## config.mk

```make
export PLATFORM = sky130hd
export DESIGN_NAME = mgm_mask_top
export DESIGN_NICKNAME = d
export VERILOG_FILES = /design/src/logic/mgm_pkg.sv /design/src/logic/mgm_reg_if.sv /design/src/logic/mgm_mask_top.sv /design/src/logic/mgm_ahb_slave.sv /design/src/logic/mgm_phase_decode.sv
export SDC_FILE = /design/constraint.sdc
export NUM_CORES = 1
export LEC_CHECK = 0
export ABC_CLOCK_PERIOD_IN_PS = 4500
export BUFFER_PORTS_ARGS = -buffer_cell sky130_fd_sc_hd__buf_2
export CORE_UTILIZATION = 50
export DETAILED_ROUTE_END_ITERATION = 12
export PLACE_DENSITY_LB_ADDON = 0.3
export SKIP_LAST_GASP = 1
export SYNTH_ARGS = -nofsm -noshare
export SYNTH_HDL_FRONTEND = slang
export SYNTH_SLANG_ARGS = --single-unit
```

## constraint.sdc

```tcl
create_clock -name hclk -period 4.5 [get_ports hclk]
set_input_delay 0.45 -clock hclk [delete_from_list [all_inputs] [get_ports hclk]]
set_output_delay 0.45 -clock hclk [all_outputs]
set_load 0.02 [all_outputs]
```

## src/logic/mgm_pkg.sv

```systemverilog
// Purpose: Shared constants for the motor gate mask block
// Assumes: 32-bit AHB-Lite register bus, one word per register
// Notes: Gate vector bit 2p is phase p high side, 2p+1 its low side
package mgm_pkg;
  // Register byte offsets
  localparam logic [7:0] OFS_CTRL = 8'h00;
  localparam logic [7:0] OFS_PROT = 8'h04;
  localparam logic [7:0] OFS_STATUS = 8'h08;
  localparam logic [7:0] OFS_MASK_EN = 8'h0c;
  localparam logic [7:0] OFS_MASK_DATA = 8'h10;
  localparam logic [7:0] OFS_GPIO_SEL = 8'h14;
  localparam int IDX_W = 3;
  localparam logic [IDX_W-1:0] IDX_LAST = 3'h5;
  // Control register fields
  localparam int CTRL_MASK_MODE = 7;
  localparam int CTRL_NONCOMP = 3;
  localparam int CTRL_FREERUN = 1;
  localparam int CTRL_SIDE = 0;
  // Brake and protection register fields
  localparam int PROT_BRAKE = 0;
  localparam int PROT_PROTECT = 1;
  // Status register fields
  localparam int STAT_GATE_LSB = 3;
  localparam int STAT_HALL_LSB = 0;
  // Reset values
  localparam logic [7:0] RST_CTRL = 8'h00;
  localparam logic [1:0] RST_PROT = 2'h0;
  localparam logic [5:0] RST_MASK = 6'h00;
  localparam logic [2:0] RST_GPIO = 3'h0;
  localparam logic [5:0] RST_GATES = 6'h00;
  // Fixed gate patterns
  localparam logic [5:0] GATES_BRAKE = 6'h2a;
  localparam logic [5:0] GATES_OFF = 6'h00;
  // Decoded operating mode, one-hot
  typedef enum logic [3:0] {
    MGM_MODE_HW = 4'h1,
    MGM_MODE_SW = 4'h2,
    MGM_MODE_PROT = 4'h4,
    MGM_MODE_BRAKE = 4'h8
  } mgm_mode_t;
endpackage : mgm_pkg

```

## src/logic/mgm_reg_if.sv

```systemverilog
// Purpose: Register access carrier between bus slave and mask core
// Assumes: Single clock domain
// Notes: Read data is sampled by the slave in the address phase
`timescale 1ns/1ns
interface mgm_reg_if;
  logic wr_en;
  logic [mgm_pkg::IDX_W-1:0] wr_idx;
  logic [7:0] wdata;
  logic [mgm_pkg::IDX_W-1:0] rd_idx;
  logic [7:0] rdata;
  modport slave (output wr_en, wr_idx, wdata, rd_idx, input rdata);
  modport regs (input wr_en, wr_idx, wdata, rd_idx, output rdata);
endinterface : mgm_reg_if

```

## src/logic/mgm_mask_top.sv

```systemverilog
// Purpose: Gate output mask stage of a three-phase motor controller
// Assumes: Hall decoder commands and PWM come in on hclk
// Notes: Gate outputs are registered, one cycle after their cause
//
// The AHB-Lite interface to the registers and the placing of the registers were decided locally.
`timescale 1ns/1ns
module mgm_mask_top (
  // Clock, reset, enable
  input wire logic hclk,
  input wire logic hresetn,
  input wire logic ce,
  // AHB-Lite slave
  input wire logic hsel,
  input wire logic [31:0] haddr,
  input wire logic [1:0] htrans,
  input wire logic hwrite,
  input wire logic [2:0] hsize,
  input wire logic [31:0] hwdata,
  input wire logic hready,
  output logic hreadyout,
  output logic [31:0] hrdata,
  output logic hresp,
  // Hall decoder commands
  input wire logic cmd_a_high,
  input wire logic cmd_a_low,
  input wire logic cmd_b_high,
  input wire logic cmd_b_low,
  input wire logic cmd_c_high,
  input wire logic cmd_c_low,
  // PWM generator
  input wire logic pwm_true,
  input wire logic pwm_inverted,
  // Filtered Hall levels
  input wire logic filtered_hall_a,
  input wire logic filtered_hall_b,
  input wire logic filtered_hall_c,
  // Gate drive outputs
  output logic out_a_high,
  output logic out_a_low,
  output logic out_b_high,
  output logic out_b_low,
  output logic out_c_high,
  output logic out_c_low
);
  ////////////////////////////////////////////////////////////////////////
  // State and wiring
  typedef struct packed {
    logic mask_mode_select;
    logic noncomplementary_select;
    logic freerun_brake_select;
    logic pwm_side_select;
    logic brake_enable;
    logic protect;
    logic [5:0] mask_enable_reg;
    logic [5:0] mask_data_reg;
    logic [2:0] gpio_sel;
    logic [5:0] gate;
  } mgm_state_t;

  mgm_state_t st;
  mgm_state_t next_st;
  mgm_pkg::mgm_mode_t mode;
  mgm_reg_if rif ();
  logic [2:0] cmd_hi;
  logic [2:0] cmd_lo;
  logic [1:0] hw_pair [3];
  logic [1:0] comp_pair [3];
  logic [2:0] pwm_act;
  logic [2:0] hall;
  logic unused_size;

  assign cmd_hi = {cmd_c_high, cmd_b_high, cmd_a_high};
  assign cmd_lo = {cmd_c_low, cmd_b_low, cmd_a_low};
  assign hall = {filtered_hall_c, filtered_hall_b, filtered_hall_a};
  // Only word transfers occur; size is not decoded
  assign unused_size = ^hsize;

  ////////////////////////////////////////////////////////////////////////
  // Bus slave and per-phase decoders
  mgm_ahb_slave u_slave (
    .hclk(hclk),
    .hresetn(hresetn),
    .ce(ce),
    .hsel(hsel),
    .haddr(haddr),
    .htrans(htrans),
    .hwrite(hwrite),
    .hwdata(hwdata),
    .hready(hready),
    .hreadyout(hreadyout),
    .hrdata(hrdata),
    .hresp(hresp),
    .rif(rif.slave)
  );

  for (genvar p = 0; p < 3; p++) begin : g_phase
    mgm_phase_decode u_dec (
      .cmd_high(cmd_hi[p]),
      .cmd_low(cmd_lo[p]),
      .pwm_true(pwm_true),
      .pwm_inverted(pwm_inverted),
      .pwm_side_select(st.pwm_side_select),
      .noncomplementary_select(st.noncomplementary_select),
      .hw_pair(hw_pair[p]),
      .comp_pair(comp_pair[p]),
      .pwm_active(pwm_act[p])
    );
  end

  ////////////////////////////////////////////////////////////////////////
  // Software mask of one pair, bit 0 high side, bit 1 low side
  function automatic logic [1:0] sw_pair(input logic [1:0] gen,
      input logic [1:0] me, input logic [1:0] md, input logic act);
    logic [1:0] o;
    o = (me & md) | (~me & gen);
    // Both masked high would short the pair
    if (&me && &md) begin
      o = 2'h0;
    end
    // The unmasked partner carries PWM, so no masked high
    if (act && (me[0] ^ me[1])) begin
      o = o & ~me;
    end
    return o;
  endfunction : sw_pair

  ////////////////////////////////////////////////////////////////////////
  // Mode decode; brake first, then protection
  always_comb begin
    if (st.brake_enable) begin
      mode = mgm_pkg::MGM_MODE_BRAKE;
    end else if (st.protect) begin
      mode = mgm_pkg::MGM_MODE_PROT;
    end else if (st.mask_mode_select) begin
      mode = mgm_pkg::MGM_MODE_SW;
    end else begin
      mode = mgm_pkg::MGM_MODE_HW;
    end
  end

  ////////////////////////////////////////////////////////////////////////
  // Register read mux
  always_comb begin
    rif.rdata = 8'h00;
    unique case (rif.rd_idx)
      3'(mgm_pkg::OFS_CTRL >> 2): begin
        rif.rdata[mgm_pkg::CTRL_MASK_MODE] = st.mask_mode_select;
        rif.rdata[mgm_pkg::CTRL_NONCOMP] = st.noncomplementary_select;
        rif.rdata[mgm_pkg::CTRL_FREERUN] = st.freerun_brake_select;
        rif.rdata[mgm_pkg::CTRL_SIDE] = st.pwm_side_select;
      end
      3'(mgm_pkg::OFS_PROT >> 2): begin
        rif.rdata[mgm_pkg::PROT_BRAKE] = st.brake_enable;
        rif.rdata[mgm_pkg::PROT_PROTECT] = st.protect;
      end
      3'(mgm_pkg::OFS_STATUS >> 2): begin
        rif.rdata[mgm_pkg::STAT_GATE_LSB +: 3] =
          {st.gate[0], st.gate[1], st.gate[2]};
        rif.rdata[mgm_pkg::STAT_HALL_LSB +: 3] = hall;
      end
      3'(mgm_pkg::OFS_MASK_EN >> 2): rif.rdata = {2'h0, st.mask_enable_reg};
      3'(mgm_pkg::OFS_MASK_DATA >> 2): rif.rdata = {2'h0, st.mask_data_reg};
      3'(mgm_pkg::OFS_GPIO_SEL >> 2): rif.rdata = {5'h0, st.gpio_sel};
      default: rif.rdata = 8'h00;
    endcase
  end

  ////////////////////////////////////////////////////////////////////////
  // Next state: register writes and gate outputs
  always_comb begin
    logic [5:0] g;
    logic [1:0] pr;
    g = mgm_pkg::GATES_OFF;
    pr = 2'h0;
    next_st = st;
    if (rif.wr_en) begin
      unique case (rif.wr_idx)
        3'(mgm_pkg::OFS_CTRL >> 2): begin
          next_st.mask_mode_select = rif.wdata[mgm_pkg::CTRL_MASK_MODE];
          next_st.noncomplementary_select =
            rif.wdata[mgm_pkg::CTRL_NONCOMP];
          next_st.freerun_brake_select = rif.wdata[mgm_pkg::CTRL_FREERUN];
          next_st.pwm_side_select = rif.wdata[mgm_pkg::CTRL_SIDE];
        end
        3'(mgm_pkg::OFS_PROT >> 2): begin
          next_st.brake_enable = rif.wdata[mgm_pkg::PROT_BRAKE];
          next_st.protect = rif.wdata[mgm_pkg::PROT_PROTECT];
        end
        3'(mgm_pkg::OFS_MASK_EN >> 2):
          next_st.mask_enable_reg = rif.wdata[5:0];
        3'(mgm_pkg::OFS_MASK_DATA >> 2):
          next_st.mask_data_reg = rif.wdata[5:0];
        3'(mgm_pkg::OFS_GPIO_SEL >> 2): next_st.gpio_sel = rif.wdata[2:0];
        default: next_st.gpio_sel = st.gpio_sel;
      endcase
    end
    unique case (mode)
      mgm_pkg::MGM_MODE_BRAKE: g = mgm_pkg::GATES_BRAKE;
      mgm_pkg::MGM_MODE_PROT: begin
        g = st.freerun_brake_select ? mgm_pkg::GATES_BRAKE
          : mgm_pkg::GATES_OFF;
      end
      mgm_pkg::MGM_MODE_SW: begin
        for (int p = 0; p < 3; p++) begin
          pr = sw_pair(comp_pair[p], st.mask_enable_reg[2*p +: 2],
            st.mask_data_reg[2*p +: 2], pwm_act[p]);
          g[2*p +: 2] = pr;
        end
      end
      default: begin
        for (int p = 0; p < 3; p++) begin
          g[2*p +: 2] = hw_pair[p];
        end
      end
    endcase
    // Phases handed to general I/O leave the gate lines idle
    for (int p = 0; p < 3; p++) begin
      if (st.gpio_sel[p]) begin
        g[2*p +: 2] = 2'h0;
      end
    end
    next_st.gate = g;
  end

  always_ff @(posedge hclk or negedge hresetn) begin
    if (!hresetn) begin
      st <= '0;
    end else if (ce) begin
      st <= next_st;
    end
  end

  assign out_a_high = st.gate[0];
  assign out_a_low = st.gate[1];
  assign out_b_high = st.gate[2];
  assign out_b_low = st.gate[3];
  assign out_c_high = st.gate[4];
  assign out_c_low = st.gate[5];

  ////////////////////////////////////////////////////////////////////////
  // Checks on the registered gate outputs
  a_brake_gates: assert property (
    @(posedge hclk) disable iff (!hresetn)
    ce && st.brake_enable && st.gpio_sel == 3'h0
    |=> {out_c_low, out_c_high, out_b_low, out_b_high, out_a_low,
      out_a_high} == 6'h2a)
    else $error("brake pattern wrong");

  a_protect_free: assert property (
    @(posedge hclk) disable iff (!hresetn)
    ce && !st.brake_enable && st.protect && !st.freerun_brake_select
    |=> st.gate == 6'h00)
    else $error("free-run protection not all off");

  a_protect_brake: assert property (
    @(posedge hclk) disable iff (!hresetn)
    ce && !st.brake_enable && st.protect && st.freerun_brake_select
      && !st.gpio_sel[0]
    |=> !out_a_high && out_a_low)
    else $error("protection brake state wrong");

  a_hw_comp_low: assert property (
    @(posedge hclk) disable iff (!hresetn)
    ce && mode == mgm_pkg::MGM_MODE_HW && !st.gpio_sel[0]
      && !st.pwm_side_select && !st.noncomplementary_select
      && !cmd_a_high && cmd_a_low
    |=> out_a_high == $past(pwm_inverted) && out_a_low == $past(pwm_true))
    else $error("complementary low side decode wrong");

  a_hw_noncomp_high: assert property (
    @(posedge hclk) disable iff (!hresetn)
    ce && mode == mgm_pkg::MGM_MODE_HW && !st.gpio_sel[1]
      && st.pwm_side_select && st.noncomplementary_select
      && cmd_b_high && !cmd_b_low
    |=> out_b_high == $past(pwm_true) && !out_b_low)
    else $error("non-complementary high side decode wrong");

  a_sw_mask_data: assert property (
    @(posedge hclk) disable iff (!hresetn)
    ce && mode == mgm_pkg::MGM_MODE_SW && !st.gpio_sel[2]
      && st.mask_enable_reg[5:4] == 2'h3 && st.mask_data_reg[5:4] == 2'h2
    |=> out_c_low && !out_c_high)
    else $error("mask data not driven");

  a_pair_both_high: assert property (
    @(posedge hclk) disable iff (!hresetn)
    ce && mode == mgm_pkg::MGM_MODE_SW
      && st.mask_enable_reg[1:0] == 2'h3 && st.mask_data_reg[1:0] == 2'h3
    |=> !out_a_high && !out_a_low)
    else $error("fully masked pair not forced low");

  a_gpio_quiet: assert property (
    @(posedge hclk) disable iff (!hresetn)
    ce && st.gpio_sel[1] |=> !out_b_high && !out_b_low)
    else $error("I/O phase gates not idle");

  a_status_gate: assert property (
    @(posedge hclk) disable iff (!hresetn)
    rif.rd_idx == 3'(mgm_pkg::OFS_STATUS >> 2)
    |-> rif.rdata[5:3] == {out_a_high, out_a_low, out_b_high})
    else $error("status gate bits disagree with outputs");

  a_freeze_hold: assert property (
    @(posedge hclk) disable iff (!hresetn)
    !ce ##1 !ce |-> $stable(st.gate))
    else $error("gates moved while frozen");
endmodule : mgm_mask_top

```

## src/logic/mgm_ahb_slave.sv

```systemverilog
// Purpose: AHB-Lite slave front end for the mask registers
// Assumes: Word transfers only; response always OKAY
// Notes: Zero wait states while the clock enable is high
`timescale 1ns/1ns
module mgm_ahb_slave (
  // Clock and reset
  input wire logic hclk,
  input wire logic hresetn,
  input wire logic ce,
  // AHB-Lite
  input wire logic hsel,
  input wire logic [31:0] haddr,
  input wire logic [1:0] htrans,
  input wire logic hwrite,
  input wire logic [31:0] hwdata,
  input wire logic hready,
  output logic hreadyout,
  output logic [31:0] hrdata,
  output logic hresp,
  // Register side
  mgm_reg_if.slave rif
);
  typedef struct packed {
    logic dwrite;
    logic [mgm_pkg::IDX_W-1:0] didx;
    logic [31:0] rdata;
  } mgm_slv_t;
  mgm_slv_t st;
  mgm_slv_t next_st;
  logic take;
  logic mapped;

  assign take = hsel && htrans[1] && hready && ce;
  assign mapped = (haddr[31:5] == 27'h0) && (haddr[1:0] == 2'h0)
    && (haddr[4:2] <= mgm_pkg::IDX_LAST);
  assign rif.rd_idx = haddr[4:2];
  // Stretch the data phase while the block is frozen
  assign hreadyout = ce;
  assign hresp = 1'b0;
  assign hrdata = st.rdata;
  assign rif.wr_en = st.dwrite && ce;
  assign rif.wr_idx = st.didx;
  assign rif.wdata = hwdata[7:0];

  always_comb begin
    next_st = st;
    if (take) begin
      next_st.dwrite = hwrite && mapped;
      next_st.didx = haddr[4:2];
      // Unmapped reads return zero
      next_st.rdata = (!hwrite && mapped) ? {24'h0, rif.rdata} : 32'h0;
    end else if (ce) begin
      next_st.dwrite = 1'b0;
    end
  end

  always_ff @(posedge hclk or negedge hresetn) begin
    if (!hresetn) begin
      st <= '0;
    end else if (ce) begin
      st <= next_st;
    end
  end
endmodule : mgm_ahb_slave

```

## src/logic/mgm_phase_decode.sv

```systemverilog
// Purpose: Hardware mask decode of one phase's high/low command
// Assumes: Commands and PWM are synchronous to the system clock
// Notes: Purely combinational; the core registers the result
`timescale 1ns/1ns
module mgm_phase_decode (
  // Commands
  input wire logic cmd_high,
  input wire logic cmd_low,
  input wire logic pwm_true,
  input wire logic pwm_inverted,
  input wire logic pwm_side_select,
  input wire logic noncomplementary_select,
  // Results, bit 0 high side, bit 1 low side
  output logic [1:0] hw_pair,
  output logic [1:0] comp_pair,
  output logic pwm_active
);
  function automatic logic [1:0] decode(input logic [1:0] cmd,
      input logic side, input logic noncomp, input logic pt,
      input logic pi);
    logic [1:0] r;
    r = 2'h0;
    unique case (cmd)
      2'h1: r = side ? 2'h2 : {pt, noncomp ? 1'b0 : pi};
      2'h2: r = side ? {noncomp ? 1'b0 : pi, pt} : 2'h1;
      default: r = 2'h0;
    endcase
    return r;
  endfunction : decode

  assign hw_pair = decode({cmd_high, cmd_low}, pwm_side_select,
    noncomplementary_select, pwm_true, pwm_inverted);
  assign comp_pair = decode({cmd_high, cmd_low}, pwm_side_select,
    1'b0, pwm_true, pwm_inverted);
  assign pwm_active = pwm_side_select ? (cmd_high && !cmd_low)
    : (!cmd_high && cmd_low);
endmodule : mgm_phase_decode

```

Yosys cells after proc, flatten, opt, wreduce, memory -nomap -nowiden --
Cells that the tools add are included.
Word-level totals: latch bits 0, memories kept 0, input port bits 86, ROM bits 0, memory bits (writable) 0, logic and storage cells 131, register bits 63
Cells by class: magnitude comparators 1, $add $sub $neg 0, shift-type cells 0, bitwise operators 18, eq/ne operators 18, divide/modulo/power cells 0, mux-type cells 38, $mul 0, reductions and logical operators 43
Operators with widths (number):
- $mux W2 | 17
- $logic_not A27 Y1 | 1
- $pmux W2 S2 | 6
- $logic_and A1 B1 Y1 | 20
- $and A2 B2 Y2 | 9
- $pmux W6 S3 | 1
- $reduce_and A3 Y1 | 5
- $reduce_and A2 Y1 | 7
- $eq A3 B3 Y1 const B | 4
- $pmux W2 S6 | 1
- $eq A3 B2 Y1 const B | 3
- $mux W8 | 1
- $pmux W1 S4 | 2
- $logic_not A1 Y1 | 7
- $eq A2 B1 Y1 const B | 3
- $eq A2 B2 Y1 const B | 3
- $eq A3 B1 Y1 const B | 2
- $logic_not A3 Y1 | 2
- $mux W1 | 6
- $mux W6 | 1
- $not A2 Y2 | 3
- $or A2 B2 Y2 | 3
- $pmux W2 S3 | 1
- $eq A4 B2 Y1 const B | 1
- other kinds (7) | 9

Longest topological paths before layout --
word-level depth 10, depth in mapped cells 7, mapped depth without buffers 7

Cells and area by module --
From an unflattened synthesis, not the netlist that was laid out.
Unflattened totals: cells, all modules 308, area, all modules 2887.8 um^2
By module, submodules not included:
- mgm_mask_top | cells each 149, sequential area each 675.6 um^2, times used 1, area each 1596.5 um^2
- mgm_ahb_slave | cells each 105, sequential area each 300.3 um^2, times used 1, area each 960.9 um^2
- mgm_phase_decode | cells each 18, sequential area each 0.0 um^2, times used 3, area each 110.1 um^2

Worst setup path before layout --
No wires, ideal clock.
kind input port to flip-flop, start in haddr[3], end reg u_slave.st (netlist bit u_slave.hrdata[4]), arrival 1647 ps, data required time 4424 ps, library setup time 76 ps, buffers on the path 1, cell stages on the path 6, slack 2777 ps, cell sequence buf_2 -> a211oi_1 -> nand4_1 -> or4_4 -> o21bai_1 -> o21ai_1
On the way: word-level cells in the longest chain between the ends 4, elaborated cells between the ends (all ways) 8
RTL lines:
- from (decl) | RTL line mgm_mask_top.sv:14 | input wire logic [31:0] haddr,
- $le A3 B3 Y1 | RTL line mgm_ahb_slave.sv:35 | && (haddr[4:2] <= mgm_pkg::IDX_LAST);
- $logic_and A1 B1 Y1 | RTL line mgm_ahb_slave.sv:35
- $logic_and A1 B1 Y1 | RTL line mgm_ahb_slave.sv:51 | next_st.rdata = (!hwrite && mapped) ? {24'h0, rif.rdata} : 32'h0;
- $mux W8 * | RTL line mgm_ahb_slave.sv:51
- to (signal assigned) | RTL line mgm_ahb_slave.sv:61 | st <= next_st;
- to (decl) | RTL line mgm_ahb_slave.sv:28 | mgm_slv_t st;
Mark *: on every way between the ends. The rest lies on a longest branch, timed or not. A chain may end at the register's enable or synchronous reset.

Worst setup path after layout --
start in ce, end reg u_slave.st (netlist bit u_slave.hrdata[4])
On the way: word-level cells in the longest chain between the ends 2
RTL lines:
- from (decl) | RTL line mgm_mask_top.sv:11 | input wire logic ce,
- $logic_and A1 B1 Y1 | RTL line mgm_ahb_slave.sv:33 | assign take = hsel && htrans[1] && hready && ce;
- $reduce_and A2 Y1 (no line) *
Marked as above.

==> results.cfg <==
[grt]
grt_usage_pct = 22.2
grt_pass1_wl_um = 9250
grt_max_degree = 39
antenna_found_initial = 0
grt_overflow = 0
first_global_vias = 1940

[yosys]
synth_top_area_share_pct = 36.3
yosys_register_bits = 38
yosysWarnings = 0
syn_area_per_cell_sq_um = 9.38
synth_cell_type_count = 42
synthTopCellsByCount = dfrtp_1, buf_4, mux2_2, nand2_1, a21oi_1
synth_area_sq_um = 2620
synth_edf_count = 0
synth_top_area_cell = dfrtp_1
synth_ff_type = dfrtp_1
synth_seq_area_share_pct = 36.3
synthArstFlopShare_pct = 100
post-synth-top-count-cell = dfrtp_1
synth_area_leaders = dfrtp_1, mux2_2, buf_4, ha_1, nand2_1
synthCells = 279

[sta]
finalSetupTns_ns = 0
drv_slew = 0
hold_viol = 0
slew_headroom_pct = 44.9
rsz0062_at_grt = false
setup_violations = 0
skew_ns = 0.00456
post-route-period-util_pct = 43.2
fmax_mhz = 514
worstMarginPinSlew_ns = 0.827
hold_ws_ns = 0.258
finalCriticalPeriod_ns = 1.95

[pwr]
ir_drop_mv = 0.227
leakagePower_nw = 1.45
power.density_nw_per_um2 = 256

[setup_path]
startpoint = ce
cpPeakStageDelay_ns = 0.57
cp_top_family = simple AND/OR/NAND/NOR gates
path_buf_inv = 1
cp.arrival_ns = 2.16
crit_chain = buf_2, nand4_4, nand3b_1, or4_4, o21bai_1, o21ai_1
crit_path_end_kind = register
worstReg2RegStart = st[21]
worstSetupStartpointType = input pin
cpMaxStageDelayCell = or4_4
critPathKind = in2reg
critical_path_required_ns = 4.72
crit_fanout = 19

[clocking]
cts.sinks = 38
cts_made_buffers = 5
clock_path_buffers = 2
hold_buffers = 0
tritoncts = built
clkTransAtPathRegs_ns = 0.07
cts_resized = 0
cts_setup_buffers = 0
cts-root-buf = clkbuf_8
insertion_delay_ns = 0.29
htreeDepth = 2

[floorplan]
die_w_um = 74.4
dieArea_sq_um = 5530
row_count = 25
coreArea_sq_um = 4880
initial_core_util_pct = 53.6
die_h_um = 74.4
io-pin-count = 126

[drt]
antenna_left = 0
wl_um = 5780
wl_per_cell_um = 14.3
first_pass_iters = 5
dr_total_vias = 2143
drt_iter0_markers = 115
viasPerCell = 5.29
drc_errors = 0

[final_layout]
syn2layout_area_growth_pct = 11.4
seq_area_sq_um = 951
fill_cells = 467
antenna_cells = 0
multi_input_area_sq_um = 1400
fin_nets = 434
post_route_cells_drive_above_1_share_pct = 32.5

[placed_design]
gp_congestion = 0.846
dp_hpwl_um = 4510
io_buffers = 70

[flow_run]
drv_cap = 0

[hold_path]
hold_class = in2async

[outcome]
status = complete, no violations
power breakdown:
| group | internal, W | switching (W) |
|---|---|---|
| Clock | 0.000107 | 0.000111 |
| Sequential | 0.000358 | 0.0000199 |
| Combinational | 0.0000599 | 0.0000928 |
flip-flops by register name, summed over array words and instances (netlist names):
| register | flops |
|---|---|
| u_slave.hrdata | 7 |
| st | 21 |
| out_a_high | 1 |
| u_slave.st | 1 |
| out_c_low | 1 |
| out_b_high | 1 |
| out_a_low | 1 |
| u_slave.rif.wr_idx | 3 |
| out_c_high | 1 |
| out_b_low | 1 |
stage by stage:
step	power (W)	std cells	util (%)	cell area, sq um	setup slack, ns
detailed placement	0.000536	398	58.2	2840	2.24
finish	0.000748	405	59.7	2920	2.55
global route	0.000791	405	59.7	2920	2.42
floorplan	0.000495	304	-	2710	2.78
global placement	0.000532	398	58.2	2840	2.24
CTS	0.000753	405	59.7	2920	2.54
placed cells by master (no fill, tap or decap), drive strengths merged, types with 3 or more instances in the layout:
cell type,instances
nor3,3
ha,10
a21oi,17
nor2b,9
a22oi,4
conb,26
mux2i,3
a31oi,14
nor4,8
nor2,11
nand4,3
buf,70
mux2,30
o21ai,16
clkbuf,7
nand2,29
inv,15
dfrtp,38
cell families (layout without fill, tap and decap cells):
| group | after synthesis | after routing | synth area share, % |
|---|---|---|---|
| muxes | 34 | 34 | 14.9 |
| DFF | 38 | 38 | 36.3 |
| and+or+nand+nor | 76 | 76 | 15.7 |
| other | 1 | 26 | 0.143 |
| adders and majority gates | 10 | 10 | 4.78 |
| AOI/OAI and AO/OA | 62 | 62 | 14.2 |
| buffers and inverters | 58 | 92 | 13.9 |
worst paths after layout:
path | depth (start not counted) | endpoint | slack [ns]
setup / recovery | 6 | u_slave.hrdata[4] | 2.55
hold / removal | 1 | st[26] | 0.26
setup reg to reg | 5 | out_b_high | 2.62
hold reg to reg | 2 | u_slave.hrdata[3] | 0.48
max in group asynchronous | 1 | u_slave.hrdata[1] | 3.72
min in group hclk | 2 | st[26] | 0.40
cell type report:
cell class | instances | area share (%)
multi-input combinational | 208 | 47.9
clock buffer | 7 | 2.62
inverter | 15 | 1.93
timing repair buffer | 70 | 12.0
tap | 67 | 2.88
sequential | 38 | 32.6
metal layers:
layer | share of wire (%) | wire length (um) | vias to the layer above | global-route usage [%]
li1 | - | - | 1055 | -
met1 | 45 | 2610 | 1012 | 31.5
met2 | 49 | 2820 | 68 | 34.4
met3 | 5.0 | 289 | 8 | 4.61
met4 | 0.99 | 57 | 0 | 6.71
met5 | 0 | 0 | - | 0
worst reg2reg max path, cell delays in order (launching register included):
cell and delay, ns:
dfrtp_1 0.46, nor3_4 0.38, nor2b_1 0.12, a2111oi_0 0.45, a31oi_1 0.09, o32ai_1 0.29
Power figures use the tool's default switching activity.
